<file path="src/rtl/pst_pkg.sv">
package pst_pkg;

  // Channel count and data widths.
  localparam int unsigned NUM_CHAN   = 8;
  localparam int unsigned PAGE_W     = 3;
  localparam int unsigned WORD_W     = 16;
  localparam int unsigned BYTE_W     = 8;

  // Command codes used to select a readback register.
  localparam logic [7:0] CMD_INPUT_STATUS  = 8'h7C;
  localparam logic [7:0] CMD_TEMP_STATUS   = 8'h7D;
  localparam logic [7:0] CMD_CML_STATUS    = 8'h7E;
  localparam logic [7:0] CMD_VENDOR_STATUS = 8'h80;
  localparam logic [7:0] CMD_VIN_READ      = 8'h88;
  localparam logic [7:0] CMD_VOUT_READ     = 8'h8B;
  localparam logic [7:0] CMD_TEMP_READ     = 8'h8D;
  localparam logic [7:0] CMD_REVISION      = 8'h98;

  // Fixed revision code and reset values.
  localparam logic [7:0]  STD_REVISION_VAL = 8'h11;
  localparam logic [7:0]  BYTE_ZERO        = 8'h00;
  localparam logic [15:0] WORD_ZERO        = 16'h0000;

  // Field positions inside the status bytes.
  localparam int unsigned B_OV_FAULT  = 7;
  localparam int unsigned B_OV_WARN   = 6;
  localparam int unsigned B_UV_WARN   = 5;
  localparam int unsigned B_UV_FAULT  = 4;
  localparam int unsigned B_VIN_OFF   = 3;
  localparam int unsigned B_CML_CMD   = 7;
  localparam int unsigned B_CML_DATA  = 6;
  localparam int unsigned B_CML_PEC   = 5;
  localparam int unsigned B_CML_MEM   = 4;
  localparam int unsigned B_CML_BUS   = 1;
  localparam int unsigned B_MFR_DISCH = 7;
  localparam int unsigned B_MFR_FLT1  = 6;
  localparam int unsigned B_MFR_FLT0  = 5;
  localparam int unsigned B_MFR_SERVO = 4;
  localparam int unsigned B_MFR_DAC   = 3;
  localparam int unsigned B_MFR_SAT   = 2;
  localparam int unsigned B_MFR_VINEN = 1;
  localparam int unsigned B_MFR_WDOG  = 0;

  // Read port sequencing.
  typedef enum logic [1:0] {
    PST_IDLE = 2'b01,
    PST_HOLD = 2'b10
  } pst_rd_state_t;

endpackage : pst_pkg

</file>
<file path="src/rtl/pst_status_regs.sv">
`timescale 1ns/10ps
`default_nettype none

module pst_status_regs
  import pst_pkg::*;
#(
  parameter int unsigned NCH = pst_pkg::NUM_CHAN
)
(
  input  wire logic                       clk,
  input  wire logic                       rst_b,
  // Command decode side of the serial interface.
  input  wire logic                       rd_req,
  input  wire logic [7:0]                 rd_cmd,
  input  wire logic [pst_pkg::PAGE_W-1:0] page_sel,
  output logic                            rd_valid,
  output logic [pst_pkg::WORD_W-1:0]      rd_data,
  // Communication fault events, one-cycle pulses from the protocol engine.
  input  wire logic                       cml_bad_cmd,
  input  wire logic                       cml_bad_data,
  input  wire logic                       cml_extra_byte,
  input  wire logic                       cml_pec_match,
  input  wire logic                       cml_malformed,
  input  wire logic                       eeprom_fault,
  input  wire logic                       clear_faults,
  // Supervisor levels.
  input  wire logic                       vin_ov_fault,
  input  wire logic                       vin_ov_warn,
  input  wire logic                       vin_uv_warn,
  input  wire logic                       vin_uv_fault,
  input  wire logic                       vin_unit_off,
  input  wire logic                       ot_fault,
  input  wire logic                       ot_warn,
  input  wire logic                       ut_warn,
  input  wire logic                       ut_fault,
  // Per-channel events and levels, then the shared fault pins and global flags.
  input  wire logic [NCH-1:0]             chan_cmd_on,
  input  wire logic [NCH-1:0]             chan_turning_on,
  input  wire logic [NCH-1:0]             chan_fault1_shutdown,
  input  wire logic [NCH-1:0]             chan_fault0_shutdown,
  input  wire logic [NCH-1:0]             discharge_fault,
  input  wire logic [NCH-1:0]             servo_reached,
  input  wire logic [NCH-1:0]             trim_driver_output,
  input  wire logic [NCH-1:0]             servo_end_saturated,
  input  wire logic [NCH-1:0]             adc_hires,
  input  wire logic                       shared_fault_line1_n,
  input  wire logic                       shared_fault_line0_n,
  input  wire logic                       vinen_faulted_off,
  input  wire logic                       watchdog_expired,
  // ADC results, each with a one-cycle update strobe, then the alert output.
  input  wire logic                       vin_adc_upd,
  input  wire logic [pst_pkg::WORD_W-1:0] vin_adc_l11,
  input  wire logic                       temp_adc_upd,
  input  wire logic [pst_pkg::WORD_W-1:0] temp_adc_l11,
  input  wire logic [NCH-1:0]             vout_adc_upd,
  input  wire logic [pst_pkg::WORD_W-1:0] vout_adc_word,
  output logic                            alert_out_n
);

  import pst_pkg::*;

  // Sampled fault pins; the first stage is read only by the second.
  logic [1:0] flt1_sync_r;
  logic [1:0] flt0_sync_r;

  logic [BYTE_W-1:0] comm_r;
  logic [NCH-1:0]    disch_r;
  logic [NCH-1:0]    flt1_r;
  logic [NCH-1:0]    flt0_r;
  logic [NCH-1:0]    sat_r;
  logic              wdog_r;
  logic [WORD_W-1:0] vin_word_r;
  logic [WORD_W-1:0] temp_word_r;
  logic [WORD_W-1:0] vout_word_r [NCH];
  logic [WORD_W-1:0] rd_data_nxt;
  logic [BYTE_W-1:0] in_stat;
  logic [BYTE_W-1:0] tmp_stat;
  logic [BYTE_W-1:0] mfr_stat;
  logic              alert_nxt;
  pst_rd_state_t     rd_state_r;

  // Pins come from outside the clock domain, so two flops first.
  always_ff @(posedge clk)
  begin
    if (!rst_b)
    begin
      flt1_sync_r <= 2'h3;
      flt0_sync_r <= 2'h3;
    end
    else
    begin
      flt1_sync_r <= {flt1_sync_r[0], shared_fault_line1_n};
      flt0_sync_r <= {flt0_sync_r[0], shared_fault_line0_n};
    end
  end

  // Comm flags are sticky; a new event in the clear cycle wins.
  always_ff @(posedge clk)
  begin
    if (!rst_b)
      comm_r <= BYTE_ZERO;
    else
    begin
      if (clear_faults)
        comm_r <= BYTE_ZERO;
      if (cml_bad_cmd)
        comm_r[B_CML_CMD] <= 1'b1;
      if (cml_bad_data)
        comm_r[B_CML_DATA] <= 1'b1;
      if (cml_extra_byte && !cml_pec_match)
        comm_r[B_CML_PEC] <= 1'b1;
      if (eeprom_fault)
        comm_r[B_CML_MEM] <= 1'b1;
      if (cml_malformed)
        comm_r[B_CML_BUS] <= 1'b1;
    end
  end

  // Per-channel sticky vendor bits, cleared by clear-faults or a turn-on
  // command for that channel; the set still wins in the same cycle.
  generate
    for (genvar c = 0; c < NCH; c++)
    begin : g_chan
      logic clr;
      assign clr = clear_faults | chan_cmd_on[c];

      always_ff @(posedge clk)
      begin
        if (!rst_b)
        begin
          disch_r[c] <= 1'b0;
          flt1_r[c]  <= 1'b0;
          flt0_r[c]  <= 1'b0;
          sat_r[c]   <= 1'b0;
        end
        else
        begin
          disch_r[c] <= (disch_r[c] & ~clr) |
                        (discharge_fault[c] & chan_turning_on[c]);
          flt1_r[c]  <= (flt1_r[c] & ~clr) | chan_fault1_shutdown[c] |
                        (chan_turning_on[c] & ~flt1_sync_r[1]);
          flt0_r[c]  <= (flt0_r[c] & ~clr) | chan_fault0_shutdown[c] |
                        (chan_turning_on[c] & ~flt0_sync_r[1]);
          sat_r[c]   <= (sat_r[c] & ~clr) | servo_end_saturated[c];
        end
      end

      // Latest ADC result for this channel, held until the next conversion.
      always_ff @(posedge clk)
      begin
        if (!rst_b)
          vout_word_r[c] <= WORD_ZERO;
        else if (vout_adc_upd[c])
          vout_word_r[c] <= vout_adc_word;
      end
    end
  endgenerate

  // Global watchdog flag clears only with clear-faults, set wins.
  always_ff @(posedge clk)
  begin
    if (!rst_b)
      wdog_r <= 1'b0;
    else
      wdog_r <= (wdog_r & ~clear_faults) | watchdog_expired;
  end

  // Input voltage and die temperature readbacks.
  always_ff @(posedge clk)
  begin
    if (!rst_b)
    begin
      vin_word_r  <= WORD_ZERO;
      temp_word_r <= WORD_ZERO;
    end
    else
    begin
      if (vin_adc_upd)
        vin_word_r <= vin_adc_l11;
      if (temp_adc_upd)
        temp_word_r <= temp_adc_l11;
    end
  end

  // Assemble the status bytes; unsupported positions stay zero.
  always_comb
  begin
    in_stat = BYTE_ZERO;
    in_stat[B_OV_FAULT] = vin_ov_fault;
    in_stat[B_OV_WARN]  = vin_ov_warn;
    in_stat[B_UV_WARN]  = vin_uv_warn;
    in_stat[B_UV_FAULT] = vin_uv_fault;
    in_stat[B_VIN_OFF]  = vin_unit_off;
    tmp_stat = BYTE_ZERO;
    tmp_stat[B_OV_FAULT] = ot_fault;
    tmp_stat[B_OV_WARN]  = ot_warn;
    tmp_stat[B_UV_WARN]  = ut_warn;
    tmp_stat[B_UV_FAULT] = ut_fault;
    mfr_stat = BYTE_ZERO;
    mfr_stat[B_MFR_DISCH] = disch_r[page_sel];
    mfr_stat[B_MFR_FLT1]  = flt1_r[page_sel];
    mfr_stat[B_MFR_FLT0]  = flt0_r[page_sel];
    mfr_stat[B_MFR_SERVO] = servo_reached[page_sel];
    mfr_stat[B_MFR_DAC]   = trim_driver_output[page_sel];
    mfr_stat[B_MFR_SAT]   = sat_r[page_sel];
    mfr_stat[B_MFR_VINEN] = vinen_faulted_off;
    mfr_stat[B_MFR_WDOG]  = wdog_r;
  end

  // Read mux; a read only selects, it never touches any flag.
  always_comb
  begin
    rd_data_nxt = WORD_ZERO;
    case (rd_cmd)
      CMD_INPUT_STATUS:  rd_data_nxt = {BYTE_ZERO, in_stat};
      CMD_TEMP_STATUS:   rd_data_nxt = {BYTE_ZERO, tmp_stat};
      CMD_CML_STATUS:    rd_data_nxt = {BYTE_ZERO, comm_r};
      CMD_VENDOR_STATUS: rd_data_nxt = {BYTE_ZERO, mfr_stat};
      CMD_VIN_READ:      rd_data_nxt = vin_word_r;
      CMD_VOUT_READ:     rd_data_nxt = vout_word_r[page_sel];
      CMD_TEMP_READ:     rd_data_nxt = temp_word_r;
      CMD_REVISION:      rd_data_nxt = {BYTE_ZERO, STD_REVISION_VAL};
      default:           rd_data_nxt = WORD_ZERO;
    endcase
  end

  // Answer one cycle after the request with a one-cycle valid pulse.
  always_ff @(posedge clk)
  begin
    if (!rst_b)
    begin
      rd_state_r <= PST_IDLE;
      rd_valid   <= 1'b0;
      rd_data    <= WORD_ZERO;
    end
    else
    begin
      case (rd_state_r)
        PST_IDLE:
        begin
          rd_valid <= rd_req;
          if (rd_req)
          begin
            rd_data    <= rd_data_nxt;
            rd_state_r <= PST_HOLD;
          end
        end
        PST_HOLD:
        begin
          rd_valid   <= 1'b0;
          rd_state_r <= PST_IDLE;
        end
        default:
        begin
          rd_valid   <= 1'b0;
          rd_state_r <= PST_IDLE;
        end
      endcase
    end
  end

  // Alert is held low while any alerting flag is set on any channel, so
  // a host on a different page still sees it.
  assign alert_nxt = |disch_r | |flt1_r | |flt0_r | wdog_r;

  always_ff @(posedge clk)
  begin
    if (!rst_b)
      alert_out_n <= 1'b1;
    else
      alert_out_n <= ~alert_nxt;
  end

endmodule : pst_status_regs
`default_nettype wire

</file>
<file path="config.mk">
export PLATFORM = sky130hd
export DESIGN_NAME = pst_status_regs
export DESIGN_NICKNAME = d
export VERILOG_FILES = /design/src/rtl/pst_pkg.sv /design/src/rtl/pst_status_regs.sv
export SDC_FILE = /design/constraint.sdc
export NUM_CORES = 1
export LEC_CHECK = 0
export BUFFER_PORTS_ARGS = -buffer_cell sky130_fd_sc_hd__buf_4
export CORE_MARGIN = 1.5
export CORE_UTILIZATION = 35
export DETAILED_ROUTE_END_ITERATION = 7
export PLACE_DENSITY_LB_ADDON = 0.2
export SYNTH_ARGS = -nofsm -noshare
export SYNTH_HDL_FRONTEND = slang
export SYNTH_SLANG_ARGS = --single-unit
</file>
<file path="constraint.sdc">
create_clock -name clk -period 2 [get_ports clk]
set_input_delay 0.3 -clock clk [delete_from_list [all_inputs] [get_ports clk]]
set_output_delay 0.3 -clock clk [all_outputs]
set_load 0.02 [all_outputs]
</file>
# After elaboration in Yosys (flattened, before gate mapping)
# Memory sizes are Yosys's and may differ from the RTL's.
# Cells that the tools add are included.
# totals
reg_bits	94
mem_bits_rw	128
in_bits	164
n_memories	1
# memory_table
name	depth	width	rd	rd_ports_with_merged_regs	wr	line_no	rtl
vout_word_r	8	16	1	0	8	pst_status_regs.sv:74	logic [WORD_W-1:0] vout_word_r [NCH];
# op_classes
magnitude_cmp	1
eq_ne	9
mux	52
bitwise	137
reduce_logical	12
# op_table
op	n
two-way mux 16 bit	8
one-hot mux 16 bit (8 select lines)	1
OR 1 bit	68
bitwise AND 1 bit	57
== test 8 bit, second input constant	5
two-way mux 1 bit	36
== test 8 x 7 -> 1 bit, second input constant	3
OR reduction 8 bit	3
binary-select mux 1 bit (select 3 bit)	6
NOT 1 bit	12
nonzero test 2 bit	5
two-way mux 8 bit	1
< comparator 3 x 4 -> 1 bit, second input constant	1
AND reduction 2 bit	2
== test 2 x 1 -> 1 bit, second input constant	1
logical AND 1 bit	1
logical NOT 1 bit	1

# Depth between registers and ports, before layout
# Gate-level depths: netlist (run 1).
# logic_depth
ltp_word	5
ltp_mapped	8

# Least setup slack after synthesis (run 1)
# Ideal clock, no wire load.
# synth_timing
path_type	in2reg
startpoint	input port page_sel[0] (netlist bit)
endpoint	register rd_data[7] (netlist bit)
arrival_ns	1.544
setup_slack_ns	0.328
path_stages	8
n_path_buf	3
cell_sequence	buf_6 buf_12 buf_12 mux4_1 mux2i_1 o22ai_1 nor2_1 a21oi_1
# synth_via
elab_chain_cells	3
word_cells_on_any_way	4
cone_classes	mux: 3; memory: 1
# synth_rtl
element	line_no	rtl
from (decl)	pst_status_regs.sv:15	input wire logic [pst_pkg::PAGE_W-1:0] page_sel,
binary-select mux 1 bit (select 3 bit)	pst_status_regs.sv:200	mfr_stat[B_MFR_DISCH] = disch_r[page_sel];
two-way mux 1 bit (implied by the code)	pst_status_regs.sv:200	
one-hot mux 16 bit (8 select lines) *	pst_status_regs.sv:214	case (rd_cmd)
to (signal assigned)	pst_status_regs.sv:244	rd_data <= rd_data_nxt;
to (decl)	pst_status_regs.sv:17	output logic [pst_pkg::WORD_W-1:0] rd_data,
# Every way passes the cells marked *; elsewhere a longest branch is shown, timed or not. The select of a mux whose other input is x is not followed.
# A chain may end at the register's enable or synchronous reset.

# Worst setup path after layout (run 1)
# layout_timing
startpoint	register flt1_r[1]
endpoint	register rd_data[6] (netlist bit)
# layout_via
elab_chain_cells	3
# layout_rtl
element	line_no	rtl
from (decl)	pst_status_regs.sv:68	logic [NCH-1:0] flt1_r;
from (signal, indexed assignment)	pst_status_regs.sv:140	flt1_r[c] <= (flt1_r[c] & ~clr) | chan_fault1_shutdown[c] |
binary-select mux 1 bit (select 3 bit)	pst_status_regs.sv:201	mfr_stat[B_MFR_FLT1] = flt1_r[page_sel];
two-way mux 1 bit (implied by the code)	pst_status_regs.sv:201	
one-hot mux 16 bit (8 select lines)	pst_status_regs.sv:214	
# No other way between the ends. The select of a mux whose other input is x is not followed.

==> impl_metrics.tcl, run 1 <==
set metrics [dict create \
    run_status "finished, final reports clean" \
    cp_slowest_cell "mux4_1" \
    final_util 0.4510 \
    leakage_nw 5.572 \
    gp_congestion 0.8524 \
    cts_hold_buf 9 \
    peakVddDrop_v 0.0005428 \
    worstPathCellList "mux4_1, mux2i_1, o22a_1, o211ai_1, nor3b_1" \
    crit_path_max_incr_delay_ns 0.54 \
    finalHoldViolations 0 \
    synthFlopType "edfxtp_1" \
    antenna_left 0 \
    sequentialPowerShare 0.467 \
    cts_root_buf "clkbuf_16" \
    drive_gt1_frac 0.2833 \
    startpoint_type "register" \
    met1_usage 0.2497 \
    via_per_inst 5.166 \
    antenna_found_initial 0 \
    path_max_fanout 3 \
    setup_viol_count_final 0 \
    cts_buffers 25 \
    die_height_um 173.4 \
    hpwl_mm 19.86 \
    maxCapViolations 0 \
    clock_path_buffers 3 \
    combPwrFrac 0.111 \
    antenna_cells 0 \
    finalClockSkew_ns 0.007012 \
    grt_usage 0.1802 \
    tritoncts "built" \
    insertion_delay_ns 0.52 \
    yosysSeqAreaShare 0.5633 \
    crit_buf_inv 0 \
    io_pins 182 \
    h-tree-depth 1 \
    switching_power_mw 2.554 \
    worstPathArrival_ns 2.10 \
    powerDensity_nw_per_um2 877.2 \
    fin_crit_ns 1.704 \
    grt_overflow_total 0 \
    yosys_warnings 0 \
    crit_type "reg -> reg" \
    finalPower_mw 11.32 \
    synth_edf_count 128 \
    place_area_um2 11960 \
    area_growth_pct 27.01 \
    fin_crit_sh 0.8518 \
    syn_avg_cell_area_um2 12.77 \
    route.detailed.drc 0 \
    clkSlewWorstSetupHoldPaths_ns 0.06 \
    required_ns 2.40 \
    path_delay_family "multiplexers" \
    start_util 0.3551 \
    layout.nets 1145 \
    p_int_mw 8.770 \
    row_count 62 \
    worst_pin_slew_ns 0.5112 \
    synth_cell_type_count 48 \
    hold_class "in -> reg" \
    sw_frac_of_total 0.2255 \
    grt_pass1_vias 7060 \
    final_max_slew_viol_count 0 \
    final_cell_count_no_fill 1383 \
    postCtsSetupBuffers 0 \
    clkSinkCount 222 \
    postSynth.asyncResetShare 0 \
    final_area_um2 12910 \
    drtIter0Drc 637 \
    grtUsageMet3 0.03158 \
    synth.cell_area_um2 10160 \
    synth_nets 960 \
    core_um2 28630 \
    grt_pass1_wl_mm 41.92 \
    cts_resized 0 \
    routed_wl_mm 27.94 \
    pwr-share-clk 0.422 \
    netlist_instances 796 \
    vias 7145 \
    ys_seq_elements 222 \
    fp.dieW_um 173.4 \
    met2_usage 0.2917 \
    fmax_ghz 0.5870 \
    placed_cells 1329 \
    dieArea_um2 30070 \
    max_slew_margin 0.6588 \
    portBuffers 173 \
    grt_max_degree 45 \
    rsz0062_at_grt "no" \
    wl_per_cell_um 20.21 \
    firstDrtPassIters 5 \
    end_kind "register" \
    busiest_layer "met2" \
]
-- layer usage --
metal,vias up,part of all wire
met5,-,0
met4,0,0.021
met3,49,0.058
met2,209,0.47
met1,3456,0.45
li1,3431,-
-- cell usage after synthesis, drive strengths merged, types with 4 or more instances --
cell	count	share of area
a21oi	19	0.0094
a221oi	29	0.025
a22oi	17	0.013
and2	6	0.0037
and3	130	0.080
and4b	4	0.0039
buf	20	0.015
clkbuf	41	0.015
dfxtp	94	0.19
edfxtp	128	0.38
inv	7	0.0026
mux2i	41	0.040
mux4	44	0.10
nand2	49	0.018
nand2b	13	0.0080
nand3	7	0.0034
nor2	15	0.0058
nor2b	71	0.044
nor4	6	0.0052
nor4b	4	0.0064
o21a	5	0.0037
o21ai	17	0.0084
o22a	4	0.0034
-- through the flow --
step                      setup TNS, ns  setup WS [ns]  hold slack, ns
after floorplan                       0         0.3276          0.3863
after global placement         -0.01401       -0.01401          0.3898
after detailed placement       -0.04971       -0.04971          0.3928
after CTS                             0         0.2922        0.001864
after global routing                  0         0.2086         0.01390
final                                 0         0.2965         0.02135
-- flip-flops by register name, indices dropped and copies added (netlist names) --
| register | count |
|---|---|
| alert_out_n | 1 |
| comm_r | 5 |
| disch_r | 8 |
| flt0_r | 8 |
| flt0_sync_r | 2 |
| flt1_r | 8 |
| flt1_sync_r | 2 |
| rd_data | 16 |
| rd_state_r | 2 |
| rd_valid | 1 |
| sat_r | 8 |
| temp_word_r | 16 |
| vin_word_r | 16 |
| vout_word_r | 128 |
| wdog_r | 1 |
-- cells by family (layout without fill, tap and decap cells) --
kind of cell           after synthesis  after routing  synth area share
buffers and inverters               68            271           0.03225
and+or+nand+nor                    313            313            0.1839
muxes                               87             87            0.1460
AOI/OAI and AO/OA                  106            106           0.07459
DFF                                222            222            0.5633
-- power by group through the flow --
stage,clock [mW],combinational (mW),sequential [mW]
global placement,0,1.25,5.38
detailed placement,0,1.26,5.39
finish,4.78,1.26,5.29
CTS,4.88,1.27,5.29
floorplan,0,0.678,5.35
global route,5.06,1.36,5.31
-- layout make-up --
| class | instances | area [µm²] |
|---|---|---|
| clock buffer | 32 | 693.2 |
| clock inverter | 13 | 168.9 |
| fill | 2591 | 15720 |
| inverter | 7 | 26.28 |
| multi-input combinational | 506 | 4111 |
| sequential | 222 | 5725 |
| tap | 384 | 480.5 |
| timing repair buffer | 219 | 1704 |
-- cell usage in the layout, fill, tap and decap left out, drive strengths merged, types with 5 or more instances in the layout --
cell type    instances
buf                210
and3               130
edfxtp             128
dfxtp               94
nor2b               71
nand2               49
mux4                44
mux2i               41
clkbuf              32
a221oi              29
a21oi               19
a22oi               17
o21ai               17
nor2                15
nand2b              13
dlygate4sd3          9
inv                  8
clkinv               8
nand3                7
and2                 6
nor4                 6
o21a                 5
-- path summary, 6_finish.rpt --
| check | start | endpoint | slack, ns | cells past startpoint |
|---|---|---|---|---|
| min | chan_fault1_shutdown[1] | flt1_r[1] | 0.02 | 3 |
| min reg2reg | flt0_sync_r[0] | flt0_sync_r[1] | 0.41 | 1 |
| max | flt1_r[1] | rd_data[6] | 0.30 | 5 |
| max reg2reg | flt1_r[1] | rd_data[6] | 0.30 | 5 |
-- worst reg2reg max path, delay by kind of cell, from the launching register on --
kind               cells  cell delay [ns]
DFF                    1             0.33
and+or+nand+nor        1             0.15
muxes                  2             0.78
AOI/OAI and AO/OA      2             0.33
No activity file was read; power rests on OpenSTA's default activity.
==> inputs of run 2 (changes only) <==
--- a/config.mk
+++ b/config.mk
@@ -9,7 +9,7 @@
 export CORE_MARGIN = 1.5
 export CORE_UTILIZATION = 35
 export DETAILED_ROUTE_END_ITERATION = 7
-export PLACE_DENSITY_LB_ADDON = 0.2
+export PLACE_DENSITY = 0.57
 export SYNTH_ARGS = -nofsm -noshare
 export SYNTH_HDL_FRONTEND = slang
 export SYNTH_SLANG_ARGS = --single-unit
==> impl_metrics.tcl, run 2 (synthesis gave the netlist of run 1 again) <==
set metrics [dict create \
    tritoncts "built" \
    fin_crit_ns 1.713 \
    grt_usage 0.1828 \
    max_slew_margin 0.7147 \
    grt_pass1_vias 7243 \
    end_kind "register" \
    antenna_cells 0 \
    p_int_mw 8.460 \
    insertion_delay_ns 0.52 \
    setup_viol_count_final 0 \
    portBuffers 173 \
    finalPower_mw 10.98 \
    placed_cells 1337 \
    postCtsSetupBuffers 0 \
    clkSlewWorstSetupHoldPaths_ns 0.06 \
    drtIter0Drc 590 \
    vias 7101 \
    switching_power_mw 2.515 \
    r2r_start "flt1_r[1]" \
    hold_class "in -> reg" \
    cp_slowest_cell "mux4_1" \
    dieArea_um2 30070 \
    crit_buf_inv 0 \
    sw_frac_of_total 0.2292 \
    final_cell_mix "buf_4 (213), and3_1 (130), edfxtp_1 (128)" \
    h-tree-depth 1 \
    core_um2 28630 \
    finalClockSkew_ns 0.007173 \
    clkSinkCount 222 \
    area_growth_pct 27.39 \
    worst_pin_slew_ns 0.4280 \
    leakage_nw 5.597 \
    start_util 0.3551 \
    layout.nets 1154 \
    cts_resized 0 \
    final_util 0.4524 \
    route.detailed.drc 0 \
    io_pins 182 \
    min_from "chan_fault1_shutdown[6]" \
    finalHoldViolations 0 \
    cts_buffers 25 \
    path_delay_family "multiplexers" \
    drive_gt1_frac 0.2864 \
    combPwrFrac 0.116 \
    hpwl_mm 19.76 \
    clock_path_buffers 3 \
    grt_pass1_wl_mm 42.60 \
    cts_hold_buf 10 \
    via_per_inst 5.098 \
    fin_crit_sh 0.8566 \
    peakVddDrop_v 0.0005364 \
    crit_type "reg -> reg" \
    sequentialPowerShare 0.482 \
    antenna_found_initial 1 \
    routed_wl_mm 27.88 \
    final_max_slew_viol_count 0 \
    cts_root_buf "clkbuf_16" \
    reg2reg_slack_ns 0.29 \
    wl_per_cell_um 20.02 \
    worstPathArrival_ns 2.11 \
    die_height_um 173.4 \
    pwr-share-clk 0.402 \
    fp.dieW_um 173.4 \
    path_max_fanout 3 \
    largest_register_ffs 128 \
    maxCapViolations 0 \
    final_common_cell "buf_4" \
    row_count 62 \
    grt_overflow_total 0 \
    dpl_worst_slack_ns -0.007876 \
    finalWorstSetupSlack_ns 0.2869 \
    regMostFlops "vout_word_r" \
    required_ns 2.40 \
    run_status "finished, final reports clean" \
    grt_max_degree 42 \
    crit_path_max_incr_delay_ns 0.54 \
    powerDensity_nw_per_um2 847.6 \
    worstSetupStartpoint "flt1_r[1]" \
    fmax_ghz 0.5837 \
    startpoint_type "register" \
    rsz0062_at_grt "no" \
    antenna_left 0 \
    worstPathCellList "mux4_1, mux2i_1, o22a_1, o211ai_1, nor3b_1" \
    final_cell_count_no_fill 1393 \
    firstDrtPassIters 5 \
    gp_congestion 0.8477 \
]
[run 2: cell types whose count changed in the layout (fill, tap and decap cells not counted)]
cell	delta
buf_12	+2
buf_4	+6
bufinv_16	-4
clkbuf_1	+1
clkbuf_16	+1
clkbuf_8	+3
clkinv_1	+2
clkinv_2	-1
clkinv_4	-1
dlygate4sd3_1	+1
[run 2: worst paths after layout]
path | endpoint | cells after the start
max | rd_data[6] | 5
max reg2reg | rd_data[6] | 5
min reg2reg | flt0_sync_r[1] | 1
min | flt1_r[6] | 3
[run 2: power by group through the flow]
stage	Sequential (mW)	Combinational (mW)	Clock, mW
after floorplan	5.35	0.678	0
after global placement	5.38	1.26	0
after detailed placement	5.39	1.27	0
after CTS	5.29	1.29	4.51
after global routing	5.32	1.39	4.69
final	5.29	1.28	4.41
[run 2: layer usage]
metal	GRT usage	wire length [µm]	up-vias
li1	-	-	3462
met1	0.2501	12750	3408
met2	0.3057	13210	195
met3	0.02895	1471	34
met4	0.04058	435	2
met5	0	17	-
[run 2: through the flow]
step                hold slack, ns   TNS (ns)  area, µm²
finish                     0.01874          0      12950
global route               0.01743          0      12950
CTS                      0.0008717          0      12950
detailed placement          0.3953  -0.007876      12040
global placement            0.3923          0      12040
floorplan                   0.3863          0      10160
[run 2: area by class of cell]
type | instances | area (µm²)
Fill cell | 2639 | 15680
Clock buffer | 37 | 763.2
Tap cell | 384 | 480.5
Timing Repair Buffer | 228 | 1799
Sequential cell | 222 | 5725
Clock inverter | 9 | 42.54
Multi-Input combinational cell | 506 | 4111
Inverter | 7 | 26.28
[run 2: worst reg2reg max path: cells and delay by family, from the launching register on]
family             cells  cell delay, ns
AOI/OAI and AO/OA      2            0.34
DFF                    1            0.32
muxes                  2            0.78
and+or+nand+nor        1            0.16
==> inputs of run 3 (changes only) <==
--- a/config.mk
+++ b/config.mk
@@ -7,9 +7,9 @@
 export LEC_CHECK = 0
 export BUFFER_PORTS_ARGS = -buffer_cell sky130_fd_sc_hd__buf_4
 export CORE_MARGIN = 1.5
-export CORE_UTILIZATION = 35
+export CORE_UTILIZATION = 40
 export DETAILED_ROUTE_END_ITERATION = 7
-export PLACE_DENSITY = 0.57
+export PLACE_DENSITY = 0.63
 export SYNTH_ARGS = -nofsm -noshare
 export SYNTH_HDL_FRONTEND = slang
 export SYNTH_SLANG_ARGS = --single-unit
==> impl_metrics.tcl, run 3 (synthesis gave the netlist of run 1 again) <==
set metrics [dict create \
    fin_crit_sh 0.9039 \
    cts_buffers 25 \
    hold-path-cell-count 3 \
    clock_path_buffers 3 \
    regMostFlops "vout_word_r" \
    vias 7318 \
    leakage_nw 5.521 \
    grt_pass1_vias 7280 \
    finalWorstSetupSlack_ns 0.1921 \
    antenna_left 0 \
    routed_wl_mm 28.27 \
    cts_hold_buf 8 \
    grt_max_degree 49 \
    clkSinkCount 222 \
    peakVddDrop_v 0.0004744 \
    end_kind "register" \
    worstPathArrival_ns 2.21 \
    route.detailed.drc 0 \
    area_growth_pct 25.37 \
    grt_overflow_total 0 \
    drtIter0Drc 665 \
    core_um2 25040 \
    cts_root_buf "clkbuf_16" \
    antenna_cells 0 \
    finalPower_mw 10.69 \
    layout.nets 1147 \
    max_slew_margin 0.6704 \
    maxCapViolations 0 \
    io_pins 182 \
    holdWs_ns 0.01056 \
    tritoncts "built" \
    reg2reg_slack_ns 0.19 \
    holdPathEnd "sat_r[0]" \
    num-fill-cells 2259 \
    finalHoldViolations 0 \
    insertion_delay_ns 0.54 \
    fmax_ghz 0.5531 \
    final_cell_mix "buf_4 (208), and3_1 (130), edfxtp_1 (128)" \
    startpoint_type "register" \
    start_util 0.4060 \
    place_area_um2 11940 \
    grt_pass1_wl_mm 42.52 \
    final_common_cell "buf_4" \
    reg2reg_depth 5 \
    antenna_found_initial 0 \
    final_area_um2 12740 \
    gp_congestion 0.8511 \
    finalClockSkew_ns 0.02871 \
    grt_usage 0.2119 \
    cts_resized 0 \
    rsz0062_at_grt "no" \
    postCtsSetupBuffers 0 \
    wl_per_cell_um 21.24 \
    largest_register_ffs 128 \
    r2r_start "vout_word_r[1][5]" \
    powerDensity_nw_per_um2 838.9 \
    worstSetupStartpoint "vout_word_r[1][5]" \
    required_ns 2.41 \
    row_count 58 \
    dpl_worst_slack_ns -0.002192 \
    hpwl_mm 19.25 \
    portBuffers 173 \
    fp.dieW_um 162.4 \
    worst_pin_slew_ns 0.4939 \
    firstDrtPassIters 5 \
    die_height_um 162.4 \
    clkSlewWorstSetupHoldPaths_ns 0.06 \
    via_per_inst 5.498 \
    crit_type "reg -> reg" \
    setup_viol_count_final 0 \
    hold_class "in -> reg" \
    r2r_end "rd_data[5]" \
    fin_crit_ns 1.808 \
    path_max_fanout 1 \
    run_status "finished, final reports clean" \
    final_max_slew_viol_count 0 \
    dieArea_um2 26380 \
    min_from "servo_end_saturated[0]" \
    drive_gt1_frac 0.2777 \
    final_util 0.5090 \
    h-tree-depth 1 \
]
run 3: cell type report:
cell class              instances  area, µm²  share of cell area
repair buffers                221       1742              0.1367
multi-input cells             506       4111              0.3226
clock inverters                15      81.33            0.006382
well taps                     330      412.9             0.03240
inverters                       7      26.28            0.002062
flip-flops and latches        222       5725              0.4493
clock buffers                  30      644.4             0.05056
run 3: worst max-delay path by stage:
stage,endpoint,cells past startpoint
6_report,rd_data[5],5
5_1_grt,rd_data[5],5
4_1_cts,rd_data[5],5
3_5_place_dp,rd_data[3],8
3_3_place_gp,rd_data[5],7
2_1_floorplan,rd_data[7],8
run 3: worst max-delay path, cell delays in order (launching register included):
cell	delay, ns
edfxtp_1	0.36
mux4_1	0.51
mux2i_1	0.34
o22a_1	0.22
o211ai_1	0.09
nor3b_1	0.15
run 3: metrics by stage:
step                      cells  setup TNS, ns
after floorplan             796              0
after global placement     1278              0
after detailed placement   1278      -0.002192
after CTS                  1331              0
after global routing       1331              0
final                      1331              0
run 3: where the power goes:
group          switching [mW]  internal (mW)
clock                    1.82           2.30
combinational           0.629          0.657
sequential              0.121           5.17
run 3: layer usage:
layer	track usage	wire, µm	up-vias
li1	-	-	3430
met1	0.3031	12850	3629
met2	0.3440	13320	225
met3	0.02801	1630	34
met4	0.04879	463	0
met5	0	0	-
